--- src/verilog/sss_pkg.sv ---
// Purpose: shared constants, types and register map of the step sequencer
// Assumes: 32-bit APB data, one aligned word per register
// Notes:   mode codes are {resolution_select_2, resolution_select_1, resolution_select_0}
package sss_pkg;

    // register byte offsets
    localparam logic [7:0] SSS_OFS_CTRL    = 8'h00;
    localparam logic [7:0] SSS_OFS_STATUS  = 8'h04;
    localparam logic [7:0] SSS_OFS_PHASE   = 8'h08;
    localparam logic [7:0] SSS_OFS_STEPS   = 8'h0c;
    localparam logic [7:0] SSS_OFS_IGNORED = 8'h10;

    // control register fields
    localparam int         SSS_CTRL_RUN_BIT   = 0;
    localparam int         SSS_CTRL_SOFT_BIT  = 1;
    localparam logic       SSS_CTRL_RUN_RESET = 1'b1;

    // status register fields
    localparam int         SSS_ST_POS_LSB  = 0;
    localparam int         SSS_ST_MODE_LSB = 8;
    localparam int         SSS_ST_DIR_BIT  = 12;
    localparam int         SSS_ST_HOLD_BIT = 16;

    // phase register fields
    localparam int         SSS_PH_A_LSB = 0;
    localparam int         SSS_PH_B_LSB = 8;

    // sequencer geometry
    localparam int         SSS_POS_W       = 6;
    localparam logic [5:0] SSS_START_POS   = 6'h00;
    localparam logic [5:0] SSS_QUARTER_OFS = 6'h08;
    localparam logic [5:0] SSS_POS_ONE     = 6'h01;
    localparam logic [4:0] SSS_PEAK_T      = 5'h10;
    localparam logic [3:0] SSS_CODE_MID    = 4'h8;
    localparam logic [3:0] SSS_CODE_FULL   = 4'hf;

    typedef enum logic [2:0] {
        SSS_FULL_MID  = 3'h0,
        SSS_FULL_MAX  = 3'h1,
        SSS_HALF      = 3'h2,
        SSS_HALF_MAX  = 3'h3,
        SSS_QUARTER   = 3'h4,
        SSS_EIGHTH    = 3'h5,
        SSS_SIXTEENTH = 3'h6,
        SSS_HOLD      = 3'h7
    } sss_mode_e;

    typedef struct packed {
        logic       neg;
        logic [3:0] code;
    } sss_drive_s;

    typedef struct packed {
        sss_drive_s a;
        sss_drive_s b;
    } sss_coils_s;

    typedef struct packed {
        logic       step;
        logic       dir;
        logic [2:0] res;
    } sss_pins_s;

endpackage

--- src/verilog/sss_sequencer.sv ---
// Purpose: step sequencer/translator for a two-phase unipolar stepper driver
// Assumes: step, direction, resolution and logic-reset pins are asynchronous to SYS_CLK
// Notes:   registers reached over APB; one wait state on every transfer
module sss_sequencer
    import sss_pkg::*;
(
    input  wire logic        SYS_CLK,              // 200 MHz system clock
    input  wire logic        RESET,                // synchronous reset, active high
    input  wire logic        STEP,                 // step pulse pin
    input  wire logic        DIRECTION_SELECT,     // direction pin, low = forward
    input  wire logic        RESOLUTION_SELECT_0,  // resolution select bit 0
    input  wire logic        RESOLUTION_SELECT_1,  // resolution select bit 1
    input  wire logic        RESOLUTION_SELECT_2,  // resolution select bit 2
    input  wire logic        LOGIC_RESET,          // asynchronous sequencer reset pin
    input  wire logic        PSEL,                 // apb select
    input  wire logic        PENABLE,              // apb enable
    input  wire logic        PWRITE,               // apb direction
    input  wire logic [7:0]  PADDR,                // apb byte address
    input  wire logic [31:0] PWDATA,               // apb write data
    output logic      [31:0] PRDATA,               // apb read data
    output logic             PREADY,               // apb ready
    output logic             PSLVERR,              // apb error on unmapped address
    output logic      [3:0]  PHASE_A_CODE,         // phase A ratio code, 0 = off
    output logic             PHASE_A_NEG,          // phase A polarity, high = /A
    output logic      [3:0]  PHASE_B_CODE,         // phase B ratio code, 0 = off
    output logic             PHASE_B_NEG,          // phase B polarity, high = /B
    output logic             HOLD_STANDBY          // hold standby state selected
);
    import sss_pkg::*;

    // ------------------------------------------------------------------
    // pin synchronisation
    // ------------------------------------------------------------------
    sss_pins_s raw_pins;
    sss_pins_s pins;
    logic      step_prev;
    logic      rst_meta;
    logic      seq_reset;

    assign raw_pins.step = STEP;
    assign raw_pins.dir  = DIRECTION_SELECT;
    assign raw_pins.res  = {RESOLUTION_SELECT_2, RESOLUTION_SELECT_1, RESOLUTION_SELECT_0};

    sss_sync #(
        .WIDTH ($bits(sss_pins_s))
    ) u_pin_sync (
        .clk (SYS_CLK),
        .rst (RESET),
        .d   (raw_pins),
        .q   (pins)
    );

    always_ff @(posedge SYS_CLK or posedge LOGIC_RESET) begin
        if (LOGIC_RESET) begin
            rst_meta  <= 1'b1;
            seq_reset <= 1'b1;
        end else begin
            rst_meta  <= 1'b0;
            seq_reset <= rst_meta;
        end
    end

    always_ff @(posedge SYS_CLK) begin
        if (RESET) begin
            step_prev <= 1'b0;
        end else begin
            step_prev <= pins.step;
        end
    end

    // ------------------------------------------------------------------
    // step decoding
    // ------------------------------------------------------------------
    // mask of low position bits that a resolution never visits
    function automatic logic [5:0] step_mask(input sss_mode_e m);
        logic [5:0] r;
        r = 6'h00;
        case (m)
            SSS_FULL_MID,
            SSS_FULL_MAX:  r = 6'h0f;
            SSS_HALF,
            SSS_HALF_MAX:  r = 6'h07;
            SSS_QUARTER:   r = 6'h03;
            SSS_EIGHTH:    r = 6'h01;
            SSS_SIXTEENTH: r = 6'h00;
            default:       r = 6'h00;
        endcase
        return r;
    endfunction

    logic [SSS_POS_W-1:0] pos;
    sss_mode_e            cur_mode;
    logic                 cur_dir;
    logic                 run_enable;
    logic                 soft_reset;
    logic [31:0]          steps_taken;
    logic [31:0]          steps_ignored;

    wire logic       step_rise   = pins.step & ~step_prev;
    wire sss_mode_e  new_mode    = sss_mode_e'(pins.res);
    wire logic       new_dir     = pins.dir;
    wire logic       new_hold    = (new_mode == SSS_HOLD);
    // steps inside a logic reset are lost, so they count as refused
    wire logic       advance     = step_rise & run_enable & ~new_hold & ~seq_reset;
    wire logic       refused     = step_rise & ~advance;
    wire logic [5:0] new_mask    = step_mask(new_mode);
    // round from current grid onto new grid
    // result lands on the new grid
    wire logic [5:0] fwd_pos     = 6'((pos | new_mask) + SSS_POS_ONE);
    wire logic [5:0] rev_pos     = 6'(pos - SSS_POS_ONE) & ~new_mask;
    wire logic [5:0] next_pos    = new_dir ? rev_pos : fwd_pos;

    always_ff @(posedge SYS_CLK or posedge seq_reset) begin
        if (seq_reset) begin
            pos <= SSS_START_POS;
        end else if (RESET || soft_reset) begin
            pos <= SSS_START_POS;
        end else if (advance) begin
            pos <= next_pos;
        end
    end

    always_ff @(posedge SYS_CLK) begin
        if (RESET) begin
            cur_mode <= SSS_FULL_MID;
            cur_dir  <= 1'b0;
        end else if (step_rise) begin
            cur_mode <= new_mode;
            cur_dir  <= new_dir;
        end
    end

    // ------------------------------------------------------------------
    // phase outputs
    // ------------------------------------------------------------------
    sss_coils_s coils;

    sss_phase_map u_phase_map (
        .pos   (pos),
        .mode  (cur_mode),
        .coils (coils)
    );

    // outputs lag the position by one clock so that they stay flop-driven
    always_ff @(posedge SYS_CLK) begin
        if (RESET) begin
            PHASE_A_CODE <= SSS_CODE_MID;
            PHASE_A_NEG  <= 1'b0;
            PHASE_B_CODE <= SSS_CODE_MID;
            PHASE_B_NEG  <= 1'b0;
            HOLD_STANDBY <= 1'b0;
        end else begin
            PHASE_A_CODE <= coils.a.code;
            PHASE_A_NEG  <= coils.a.neg;
            PHASE_B_CODE <= coils.b.code;
            PHASE_B_NEG  <= coils.b.neg;
            HOLD_STANDBY <= (cur_mode == SSS_HOLD);
        end
    end

    // ------------------------------------------------------------------
    // step counters
    // ------------------------------------------------------------------
    // counters wrap silently; software reads them as free-running totals
    always_ff @(posedge SYS_CLK) begin
        if (RESET) begin
            steps_taken   <= 32'h0000_0000;
            steps_ignored <= 32'h0000_0000;
        end else begin
            if (advance) begin
                steps_taken <= steps_taken + 32'h0000_0001;
            end
            if (refused) begin
                steps_ignored <= steps_ignored + 32'h0000_0001;
            end
        end
    end

    // ------------------------------------------------------------------
    // apb slave
    // ------------------------------------------------------------------
    wire logic access    = PSEL & PENABLE;
    wire logic first_acc = access & ~PREADY;
    wire logic hit_ctrl  = (PADDR == SSS_OFS_CTRL);
    wire logic hit_stat  = (PADDR == SSS_OFS_STATUS);
    wire logic hit_phase = (PADDR == SSS_OFS_PHASE);
    wire logic hit_steps = (PADDR == SSS_OFS_STEPS);
    wire logic hit_ign   = (PADDR == SSS_OFS_IGNORED);
    wire logic hit_any   = hit_ctrl | hit_stat | hit_phase | hit_steps | hit_ign;
    // a write lands only on the edge where the master sees pready high
    wire logic wr_ctrl   = access & PREADY & PWRITE & hit_ctrl;

    logic [31:0] ctrl_word;
    logic [31:0] stat_word;
    logic [31:0] phase_word;
    logic [31:0] rd_mux;

    always_comb begin
        ctrl_word                   = 32'h0000_0000;
        ctrl_word[SSS_CTRL_RUN_BIT] = run_enable;
    end

    always_comb begin
        stat_word                                   = 32'h0000_0000;
        stat_word[SSS_ST_POS_LSB +: SSS_POS_W]      = pos;
        stat_word[SSS_ST_MODE_LSB +: $bits(sss_mode_e)] = cur_mode;
        stat_word[SSS_ST_DIR_BIT]                   = cur_dir;
        stat_word[SSS_ST_HOLD_BIT]                  = (cur_mode == SSS_HOLD);
    end

    always_comb begin
        phase_word                                      = 32'h0000_0000;
        phase_word[SSS_PH_A_LSB +: $bits(sss_drive_s)]  = coils.a;
        phase_word[SSS_PH_B_LSB +: $bits(sss_drive_s)]  = coils.b;
    end

    assign rd_mux = hit_ctrl  ? ctrl_word     :
                    hit_stat  ? stat_word     :
                    hit_phase ? phase_word    :
                    hit_steps ? steps_taken   :
                    hit_ign   ? steps_ignored : 32'h0000_0000;

    always_ff @(posedge SYS_CLK) begin
        if (RESET) begin
            PREADY  <= 1'b0;
            PSLVERR <= 1'b0;
            PRDATA  <= 32'h0000_0000;
        end else begin
            PREADY  <= first_acc;
            PSLVERR <= first_acc & ~hit_any;
            PRDATA  <= (first_acc & ~PWRITE) ? rd_mux : 32'h0000_0000;
        end
    end

    // soft reset bit self-clears; run enable gates accepted steps
    always_ff @(posedge SYS_CLK) begin
        if (RESET) begin
            run_enable <= SSS_CTRL_RUN_RESET;
            soft_reset <= 1'b0;
        end else begin
            soft_reset <= wr_ctrl & PWDATA[SSS_CTRL_SOFT_BIT];
            if (wr_ctrl) begin
                run_enable <= PWDATA[SSS_CTRL_RUN_BIT];
            end
        end
    end

endmodule

--- src/verilog/sss_sync.sv ---
// Purpose: two-flop synchroniser for a group of pin levels
// Assumes: inputs are asynchronous to SYS_CLK
// Notes:   first stage is read only by the second stage
module sss_sync #(
    parameter int WIDTH = 5
) (
    input  wire logic             clk,    // system clock
    input  wire logic             rst,    // synchronous reset
    input  wire logic [WIDTH-1:0] d,      // raw pin levels
    output logic      [WIDTH-1:0] q       // synchronised levels
);
    logic [WIDTH-1:0] meta;

    always_ff @(posedge clk) begin
        if (rst) begin
            meta <= '0;
            q    <= '0;
        end else begin
            meta <= d;
            q    <= meta;
        end
    end
endmodule

--- src/verilog/sss_phase_map.sv ---
// Purpose: maps a table position to per-phase ratio codes and polarity
// Assumes: position 0 is both phases positive at the mid code
// Notes:   purely combinational
module sss_phase_map
    import sss_pkg::*;
(
    input  wire logic [5:0]        pos,    // table position
    input  sss_pkg::sss_mode_e     mode,   // active resolution
    output sss_pkg::sss_coils_s    coils   // phase drive codes
);
    // one shape serves both phases, offset by a quarter of the table
    function automatic sss_drive_s shape(input logic [5:0] t);
        sss_drive_s r;
        r.neg = t[5];
        if (t[4:0] == SSS_PEAK_T) begin
            r.code = SSS_CODE_FULL;
        end else if (t[4]) begin
            r.code = 4'((~t[4:0]) + 5'h01);
        end else begin
            r.code = t[3:0];
        end
        return r;
    endfunction

    wire logic       max_mode = (mode == SSS_FULL_MAX) || (mode == SSS_HALF_MAX);
    wire sss_drive_s raw_a    = shape(6'(SSS_QUARTER_OFS - pos));
    wire sss_drive_s raw_b    = shape(6'(pos + SSS_QUARTER_OFS));

    assign coils.a.code = (max_mode && raw_a.code == SSS_CODE_MID) ? SSS_CODE_FULL : raw_a.code;
    assign coils.b.code = (max_mode && raw_b.code == SSS_CODE_MID) ? SSS_CODE_FULL : raw_b.code;
    assign coils.a.neg  = raw_a.neg;
    assign coils.b.neg  = raw_b.neg;
endmodule

--- config.mk ---
export PLATFORM = sky130hd
export DESIGN_NAME = sss_sequencer
export DESIGN_NICKNAME = d
export VERILOG_FILES = /design/src/verilog/sss_pkg.sv /design/src/verilog/sss_sequencer.sv /design/src/verilog/sss_sync.sv /design/src/verilog/sss_phase_map.sv
export SDC_FILE = /design/constraint.sdc
export NUM_CORES = 1
export LEC_CHECK = 0
export BUFFER_PORTS_ARGS = -buffer_cell sky130_fd_sc_hd__buf_2
export CORE_MARGIN = 1
export CORE_UTILIZATION = 42
export DETAILED_ROUTE_END_ITERATION = 7
export SLEW_MARGIN = 5
export SYNTH_ARGS = -nofsm -noshare
export SYNTH_HDL_FRONTEND = slang
export SYNTH_SLANG_ARGS = --single-unit
--- constraint.sdc ---
create_clock -name SYS_CLK -period 0.8 [get_ports SYS_CLK]
set_input_delay 0.16 -clock SYS_CLK [delete_from_list [all_inputs] [get_ports SYS_CLK]]
set_output_delay 0.16 -clock SYS_CLK [all_outputs]
set_load 0.01 [all_outputs]
# Word-level counts from Yosys, hierarchy flattened
# Index checks and enable logic that the tools add are counted.
# word_totals
regBits	134
latchBits	0
ram_bits	0
romBits	0
input_bits	51
out_inout_bits	45
wordCells	106
mem_count	0
# classes
add_sub_neg	8
multipliers	0
n_div	0
n_lt_le_gt_ge	0
n_eq_ne	17
shift	0
muxes	15
bitwise	30
reduce_logical	13
# op_table
operator	n
adder 32 x 1 -> 32 bit (second input constant)	2
two-way mux 32 bit	2
two-way mux 17 bit	2
two-way mux 4 bit	6
two-way mux 6 bit	3
equality test 8 x 4 -> 1 bit (second input constant)	2
one-hot mux 4 bit (4 select lines)	1
AND 1 bit	13
equality test 3 bit (second input constant)	4
equality test 5 bit (second input constant)	2
equality test 3 x 2 -> 1 bit (second input constant)	3
adder 4 x 1 -> 4 bit (second input constant)	2
equality test 4 bit (second input constant)	2
equality test 8 x 3 -> 1 bit (second input constant)	1
equality test 8 x 5 -> 1 bit (second input constant)	1
zero test 8 bit	1
inverter 1 bit	8
inverter 4 bit	2
adder 6 x 1 -> 6 bit (second input constant)	1
adder 6 x 4 -> 6 bit (second input constant)	1
AND 6 bit	1
equality test 3 x 1 -> 1 bit (second input constant)	2
inverter 6 bit	1
OR 6 bit	1
12 further kinds	19

# Depth between registers and ports, before layout
# Gate-level depths: netlist (run 1).
# logic_depth
depth_word	11
depth_mapped	10
mapped_depth_nobuf	8

# Modules after synthesis
# Synthesis (run 1) repeated with hierarchy kept, for this count alone.
# unflattened
hier_cells	763
area_unflattened_um2	6866.6
# by_module_without_submodules
mod	n_inst	cells_each	area_each_um2	seq_area_each_um2
sss_sequencer	1	662	6029.5	2524.9
sss_phase_map	1	81	574.3	0.0
sss_sync	1	20	262.8	200.2

# Worst setup path after synthesis (run 1)
# OpenSTA, ideal clock, no wires.
# synth_timing
path_kind	register to register
from	register pos[0]
to	register PHASE_A_CODE[3]
setup_ns	0.134
arrival_ns	2.244
t_required_ns	0.666
slack_ns	-1.579
path_stages_with_launch	10
path_buffers	3
synth_period_minus_slack_ns	2.379
path_cell_list	dfrtp_1 -> clkbuf_1 -> buf_1 -> inv_1 -> ha_1 -> clkbuf_1 -> o21ai_0 -> nor2_1 -> o211a_1 -> or4_1
# synth_between
elab_chain_cells	8
word_cells_on_any_way	9
cone_classes	add/sub: 2; eq/ne: 2; mux: 3; bitwise: 1; reduce/logical: 1
# synth_rtl
element	line_no	rtl
start, declared	sss_sequencer.sv:91	logic [SSS_POS_W-1:0] pos;
start signal, assigned	sss_sequencer.sv:119	pos <= next_pos;
subtractor 4 x 6 -> 6 bit (*)	sss_phase_map.sv:26	wire sss_drive_s raw_a = shape(6'(SSS_QUARTER_OFS - pos));
inverter 4 bit	sss_phase_map.sv:18	r.code = 4'((~t[4:0]) + 5'h01);
adder 4 x 1 -> 4 bit	sss_phase_map.sv:18	
two-way mux 4 bit	sss_phase_map.sv:17	end else if (t[4]) begin
two-way mux 4 bit (*)	sss_phase_map.sv:15	if (t[4:0] == SSS_PEAK_T) begin
equality test 4 bit	sss_phase_map.sv:29	assign coils.a.code = (max_mode && raw_a.code == SSS_CODE_MID) ? SSS_CODE_FULL : raw_a.code;
logical AND 1 bit	sss_phase_map.sv:29	
two-way mux 4 bit (*)	sss_phase_map.sv:29	
end signal, assigned	sss_sequencer.sv:153	PHASE_A_CODE <= coils.a.code;
end, declared	sss_sequencer.sv:23	output logic [3:0] PHASE_A_CODE,
# Mark *: on every way between the ends. The rest lies on a longest branch, timed or not.
# A chain may end at the register's enable or synchronous reset.

# Worst setup path after layout (run 1)
# layout_timing
from	register seq_reset
to	register steps_taken[19]
# layout_between
elab_chain_cells	2
# layout_rtl
element	line_no	rtl
start, declared	sss_sequencer.sv:38	logic seq_reset;
start signal, assigned	sss_sequencer.sv:59	seq_reset <= rst_meta;
inverter 1 bit	sss_sequencer.sv:104	wire logic advance = step_rise & run_enable & ~new_hold & ~seq_reset;
AND 1 bit	sss_sequencer.sv:104	
end signal, assigned	sss_sequencer.sv:171	steps_taken <= steps_taken + 32'h0000_0001;
end, declared	sss_sequencer.sv:96	logic [31:0] steps_taken;
# No other way between the ends.

==> results.yml, run 1 <==
floorplan:
  die_area_mm2: 0.0156
  die_y_um: 125
  row_count: 44
  dieWidth_um: 125
  start_util: 0.434
  coreArea_mm2: 0.0146
  num_io_pins: 96
finish:
  drive_gt1_frac: 0.546
  nFillCells: 928
  final_cells: 1297
  stdcell_area_mm2: 0.0112
  area_growth_syn_to_layout_pct: 75.7
  fin_nets: 1160
  diodes: 0
  seq_area_mm2: 0.00278
  multi_input_area_mm2: 0.00448
  final_util: 0.763
timing:
  clock-skew-final_ps: 7.82
  setup_slack_ps: -1370
  period_minus_slack_ps: 2170
  fin_crit_sh: 2.71
  fmax_ghz: 0.461
  slew_viol_final: 0
  rsz0062_at_grt: "true"
  finalHoldViolCount: 0
  setup_viol: 165
  hold_ws_ps: 134
detailed_routing:
  drt_wl_total_mm: 24.3
  firstDrtPassIters: 7
  via_per_inst: 5.67
  vias: 7355
  drtIter0Drc: 747
  wire_per_inst_um: 18.7
  drcViolationCount: 0
  ant_nets: 0
cts:
  cts.sinks: 134
  clk_pin_slew_ps: 60
  clockRootBuffer: "clkbuf_16"
  ctsHtreeMaxLevel: 4
  cts_tree: "done"
  cts_buffer_depth: 2
  clk_latency_ps: 430
  cts-buffers-inserted: 17
critical_path:
  cp_data_arrival_time_ps: 2520
  critPathCaptureType: "register"
  cp_max_fo: 9
  max_stage_delay_ps: 380
  path_class: "reg -> reg"
  required_ps: 1150
  slowest_stage: "dfstp_2"
  path_buf_inv: 4
  cp_top_family: "simple AND/OR/NAND/NOR gates"
  crit_chain: "and4bb_2 > buf_4 > buf_6 > and3_4 > nand4_1 > buf_6 > buf_4 > or3_1 > a21oi_1"
  cp-start-kind: "register"
global_routing:
  antenna_found_initial: 0
  grt_pass1_wl_mm: 36.0
  grt_pass1_vias: 7116
  grt_max_degree: 31
  grt_usage: 0.295
  gr-total-overflow: 0
placement:
  place.gp.congestion: 0.922
  io_buffers: 65
  place_area_mm2: 0.00882
  dp_hpwl_mm: 15.2
  dp.cells: 1198
  dpl_worst_slack_ps: -1400
yosys:
  async_flop_share: 0.0597
  synth_ff_type: "dfxtp_1"
  ys_types: 60
  synth_fp_nets: 826
  yosysSeqAreaShare: 0.428
  postSynthAreaPerCell_um2: 8.29
  syn_inst: 767
  ys_seq_elements: 134
  syn_area_mm2: 0.00636
  synth_edf_count: 0
  yosys_warnings: 0
status:
  violations: "negative setup slack"
  status: "complete, but fails checks"
power:
  powerDensity_mw_per_mm2: 1410
  total_leakage_power_nw: 4.46
  ir_worst_vdd_mv: 1.55
job:
  maxCapViolCount: 0
hold_path:
  hold_class: "in -> reg"
-- metrics by stage --
step	setup TNS (ps)	total power, mW
CTS	-111820	15.6
finish	-123560	15.8
floorplan	-86630	7.42
global placement	-109190	7.82
detailed placement	-112160	7.85
global route	-130340	16.2
-- tightest hold or removal path, delay by kind of cell --
kind,cells,cell delay [ps]
buf+inv,3,220
simple gates,1,140
-- synth_stat cells (13+ instances only) --
cell	n	area, um^2
or3_1	32	200
a22oi_1	25	188
xor2_1	13	114
nor2_1	80	300
nor2b_1	27	169
or4_1	13	97.6
o21ai_0	45	225
nor3_1	16	80.1
o31ai_1	13	97.6
clkbuf_1	40	150
nand4_1	23	144
nand2_1	56	210
nand3_1	25	125
inv_1	26	97.6
a21oi_1	60	300
dfxtp_1	126	2520
-- cell usage in the layout (no fill, tap or decap), types with 9 or more instances in the layout --
master / netlist / final
nor2_1: 80 / 51
clkbuf_16: 0 / 18
a21oi_1: 60 / 41
nor2b_1: 27 / 24
o21ai_1: 0 / 19
a22oi_1: 25 / 11
o21ai_0: 45 / 21
dfxtp_2: 0 / 37
nand3_1: 25 / 14
a21oi_2: 0 / 17
or3_1: 32 / 23
buf_2: 2 / 44
a22oi_2: 0 / 14
buf_4: 1 / 237
buf_6: 1 / 65
nand4_1: 23 / 23
xor2_1: 13 / 12
or3_4: 0 / 9
nand2_1: 56 / 49
inv_1: 26 / 20
or4_1: 13 / 9
dfxtp_1: 126 / 89
nor2_4: 0 / 22
-- cell type report --
class	instances	share of cell area
Clock buffer	24	0.0459
Sequential cell	134	0.249
Tap cell	184	0.0206
Timing Repair Buffer	363	0.268
Clock inverter	7	0.00594
Inverter	26	0.0101
Multi-Input combinational cell	559	0.401
-- metal layers --
metal  global-route usage  share of wire
met1                0.386           0.43
met2                0.473           0.47
met3               0.0612          0.070
met4                0.123          0.028
met5                    0              0
-- sequential cells by signal, indices dropped and copies added, names as in the netlist --
register,count
pos,6
u_pin_sync.meta,5
PHASE_A_NEG,1
PHASE_B_CODE,4
u_pin_sync.q,5
steps_ignored,32
step_prev,1
PREADY,1
soft_reset,1
run_enable,1
steps_taken,32
PHASE_A_CODE,4
PSLVERR,1
PRDATA,32
cur_mode,3
rst_meta,1
cur_dir,1
HOLD_STANDBY,1
PHASE_B_NEG,1
seq_reset,1
-- logic make-up (layout without fill, tap and decap cells) --
family	count (synthesis)	in the layout	synth area share
and+or+nand+nor	326	327	0.268
xor gates and xnor gates	24	24	0.0331
adders and majority gates	8	8	0.0157
AOI/OAI and AO/OA	183	183	0.181
other	1	1	0.000590
DFF	134	134	0.428
buffers and inverters	75	420	0.0464
muxes	16	16	0.0268
-- final timing paths --
check	from	endpoint	slack, ps	cells past startpoint
max in group asynchronous	seq_reset	pos[3]	110	3
hold reg to reg	rst_meta	seq_reset	360	0
setup / recovery	seq_reset	steps_taken[19]	-1370	9
min in group asynchronous	LOGIC_RESET	seq_reset	320	3
hold / removal	RESET	PREADY	130	4
setup reg to reg	seq_reset	steps_taken[19]	-1370	9
-- what timing repair did --
| item | 4_1_cts | 5_1_grt |
|---|---|---|
| hold buffers | 8 | 0 |
| resized for setup | 137 | 148 |
| pin swaps | 77 | 74 |
| cloned | 4 | 0 |
| setup buffers | 32 | 40 |
| endpoints found under the setup margin | 166 | 168 |
| hold endpoints to repair | 9 | 0 |
-- where the power goes --
part | total, mW | switching (mW) | internal (mW)
Clock | 7.67 | 2.92 | 4.76
Combinational | 1.30 | 0.670 | 0.631
Sequential | 6.79 | 0.0433 | 6.75
Total | 15.8 | 3.63 | 12.1
Note: power is estimated with default switching activity, not from simulation.
==> inputs of run 2 (changes only) <==
Settings changed: CAP_MARGIN set to 20, GPL_TIMING_DRIVEN set to 0.
==> run 2 against run 1 <==
Compared with the run above: the run ends with design-rule violations, negative setup slack left; worst hold slack better by 2.3 ps; wire length decreased by 8.6%; non-clock buffer count down 172; final area decreased by 12%; largest cell class unchanged.
==> results.yml, run 2 (same netlist as run 1, synthesis figures left out) <==
status:
  status: "complete, but fails checks"
  violations: "design-rule violations, negative setup slack"
critical_path:
  max_stage_delay_ps: 660
  r2r_slack_ps: -1430
  timing.rr.start: "seq_reset"
  path_buf_inv: 1
  path_class: "reg -> reg"
  reg2reg_depth: 6
  crit_start: "seq_reset"
  slowest_stage: "or4b_4"
  crit_chain: "and4bb_2 > nand4_1 > or4b_4 > buf_8 > or3_4 > a21oi_2"
  critPathCaptureType: "register"
  rr_endpoint: "steps_taken[28]"
  cp_max_fo: 8
  required_ps: 1160
  cp-start-kind: "register"
  cp_top_family: "simple AND/OR/NAND/NOR gates"
  cp_data_arrival_time_ps: 2580
timing:
  hold_ws_ps: 137
  period_minus_slack_ps: 2230
  setup_viol: 166
  fmax_ghz: 0.449
  slew_viol_final: 0
  fin_crit_sh: 2.79
  setup_slack_ps: -1430
  tightest_slew_ps: 753
  finalSetupTns_ps: -117700
  relSlewSlack: 0.498
  rsz0062_at_grt: "true"
  clock-skew-final_ps: 4.78
  finalHoldViolCount: 0
job:
  maxCapViolCount: 0
detailed_routing:
  drt_wl_total_mm: 22.2
  drtIter0Drc: 636
  firstDrtPassIters: 8
  wire_per_inst_um: 19.7
  vias: 6582
  ant_nets: 0
  via_per_inst: 5.85
  drcViolationCount: 2
finish:
  final_common_cell: "dfxtp_1"
  final_util: 0.675
  diodes: 0
  drive_gt1_frac: 0.464
  biggestRegsByFlops: "PRDATA (32), steps_ignored (32), steps_taken (32)"
  stdcell_area_mm2: 0.00988
  area_growth_syn_to_layout_pct: 55.3
  fin_nets: 987
  layout_common_cells: "73 x dfxtp_1, 52 x nand2_1, 51 x nor2_1, 49 x buf_4, 44 x dfxtp_2"
floorplan:
  row_count: 44
  die_area_mm2: 0.0156
  dieWidth_um: 125
  coreArea_mm2: 0.0146
  num_io_pins: 96
  start_util: 0.434
  die_y_um: 125
power:
  comb_power_share: 0.068
  powerDensity_mw_per_mm2: 1610
  ir_worst_vdd_mv: 1.48
  total_leakage_power_nw: 3.54
  p_clk_frac: 0.508
  power.net_switching_mw: 3.70
  p_seq_frac: 0.424
  internal_power_mw: 12.3
  sw_frac_of_total: 0.232
placement:
  place.gp.congestion: 0.865
  dp_hpwl_mm: 14.5
  io_buffers: 64
  place_area_mm2: 0.00743
cts:
  ctsHtreeMaxLevel: 4
  clk_pin_slew_ps: 60
  clockRootBuffer: "clkbuf_16"
  cts-buffers-inserted: 17
  clk_latency_ps: 420
  cts.sinks: 134
  cts_tree: "done"
  cts_buffer_depth: 2
hold_path:
  hold_path_depth: 4
  holdPathEnd: "run_enable"
  holdCritStartpoint: "PADDR[3]"
  hold_class: "in -> reg"
global_routing:
  grt_usage: 0.277
  grt_pass1_wl_mm: 33.2
  grt_pass1_vias: 6048
  antenna_found_initial: 0
  grt_max_degree: 17
  gr-total-overflow: 0
run 2: worst min-delay path: stages:
cell	delay, ps
clkbuf_8	140
nor4_4	60
mux2i_1	110
nand2b_1	60
run 2: worst max-delay path by stage:
stage                       to  slack [ps]  cells after the start
3_5_place_dp   steps_taken[28]       -1640                      7
5_1_grt        steps_taken[26]       -1480                      6
2_1_floorplan  steps_taken[28]       -1270                      7
3_3_place_gp   steps_taken[28]       -1550                      7
6_report       steps_taken[28]       -1430                      6
4_1_cts        steps_taken[28]       -1410                      7
run 2: timing repair:
| item | CTS | global route |
|---|---|---|
| resized for setup | 163 | 149 |
| endpoints found under the setup margin | 177 | 166 |
| hold endpoints to repair | 9 | 0 |
| pin swaps | 56 | 55 |
| cloned | 4 | 0 |
| buffers inserted | 46 | 25 |
| hold buffers | 8 | 0 |
run 2: per-stage QoR:
| step | power [mW] | setup WS [ps] | std cells |
|---|---|---|---|
| after detailed placement | 7.69 | -1640 | 1015 |
| final | 16.0 | -1430 | 1125 |
| after floorplan | 7.42 | -1270 | 767 |
| after global routing | 16.4 | -1480 | 1125 |
| after global placement | 7.68 | -1550 | 1015 |
| after CTS | 15.9 | -1410 | 1103 |
run 2: layout make-up:
cell class | count | area [um^2]
Buffer | 45 | 487
Clock buffer | 21 | 460
Multi-Input combinational cell | 558 | 4390
Timing Repair Buffer | 146 | 1220
Inverter | 26 | 123
Clock inverter | 11 | 149
Tap cell | 184 | 230
Fill cell | 1139 | 4760
Sequential cell | 134 | 2820
run 2: power groups by stage:
stage / registers [mW] / logic, mW / clock network (mW)
after floorplan: 6.93 / 0.492 / 0
final: 6.76 / 1.09 / 8.10
after CTS: 6.76 / 0.974 / 8.14
after global placement: 6.93 / 0.747 / 0
after global routing: 6.76 / 1.15 / 8.45
after detailed placement: 6.93 / 0.754 / 0
run 2: per-layer routing:
layer / up-vias / share of wire / global-route usage
li1: 3077 / - / -
met1: 3204 / 0.46 / 0.395
met2: 274 / 0.45 / 0.411
met3: 27 / 0.073 / 0.0616
met4: 0 / 0.014 / 0.0933
met5: - / 0 / 0
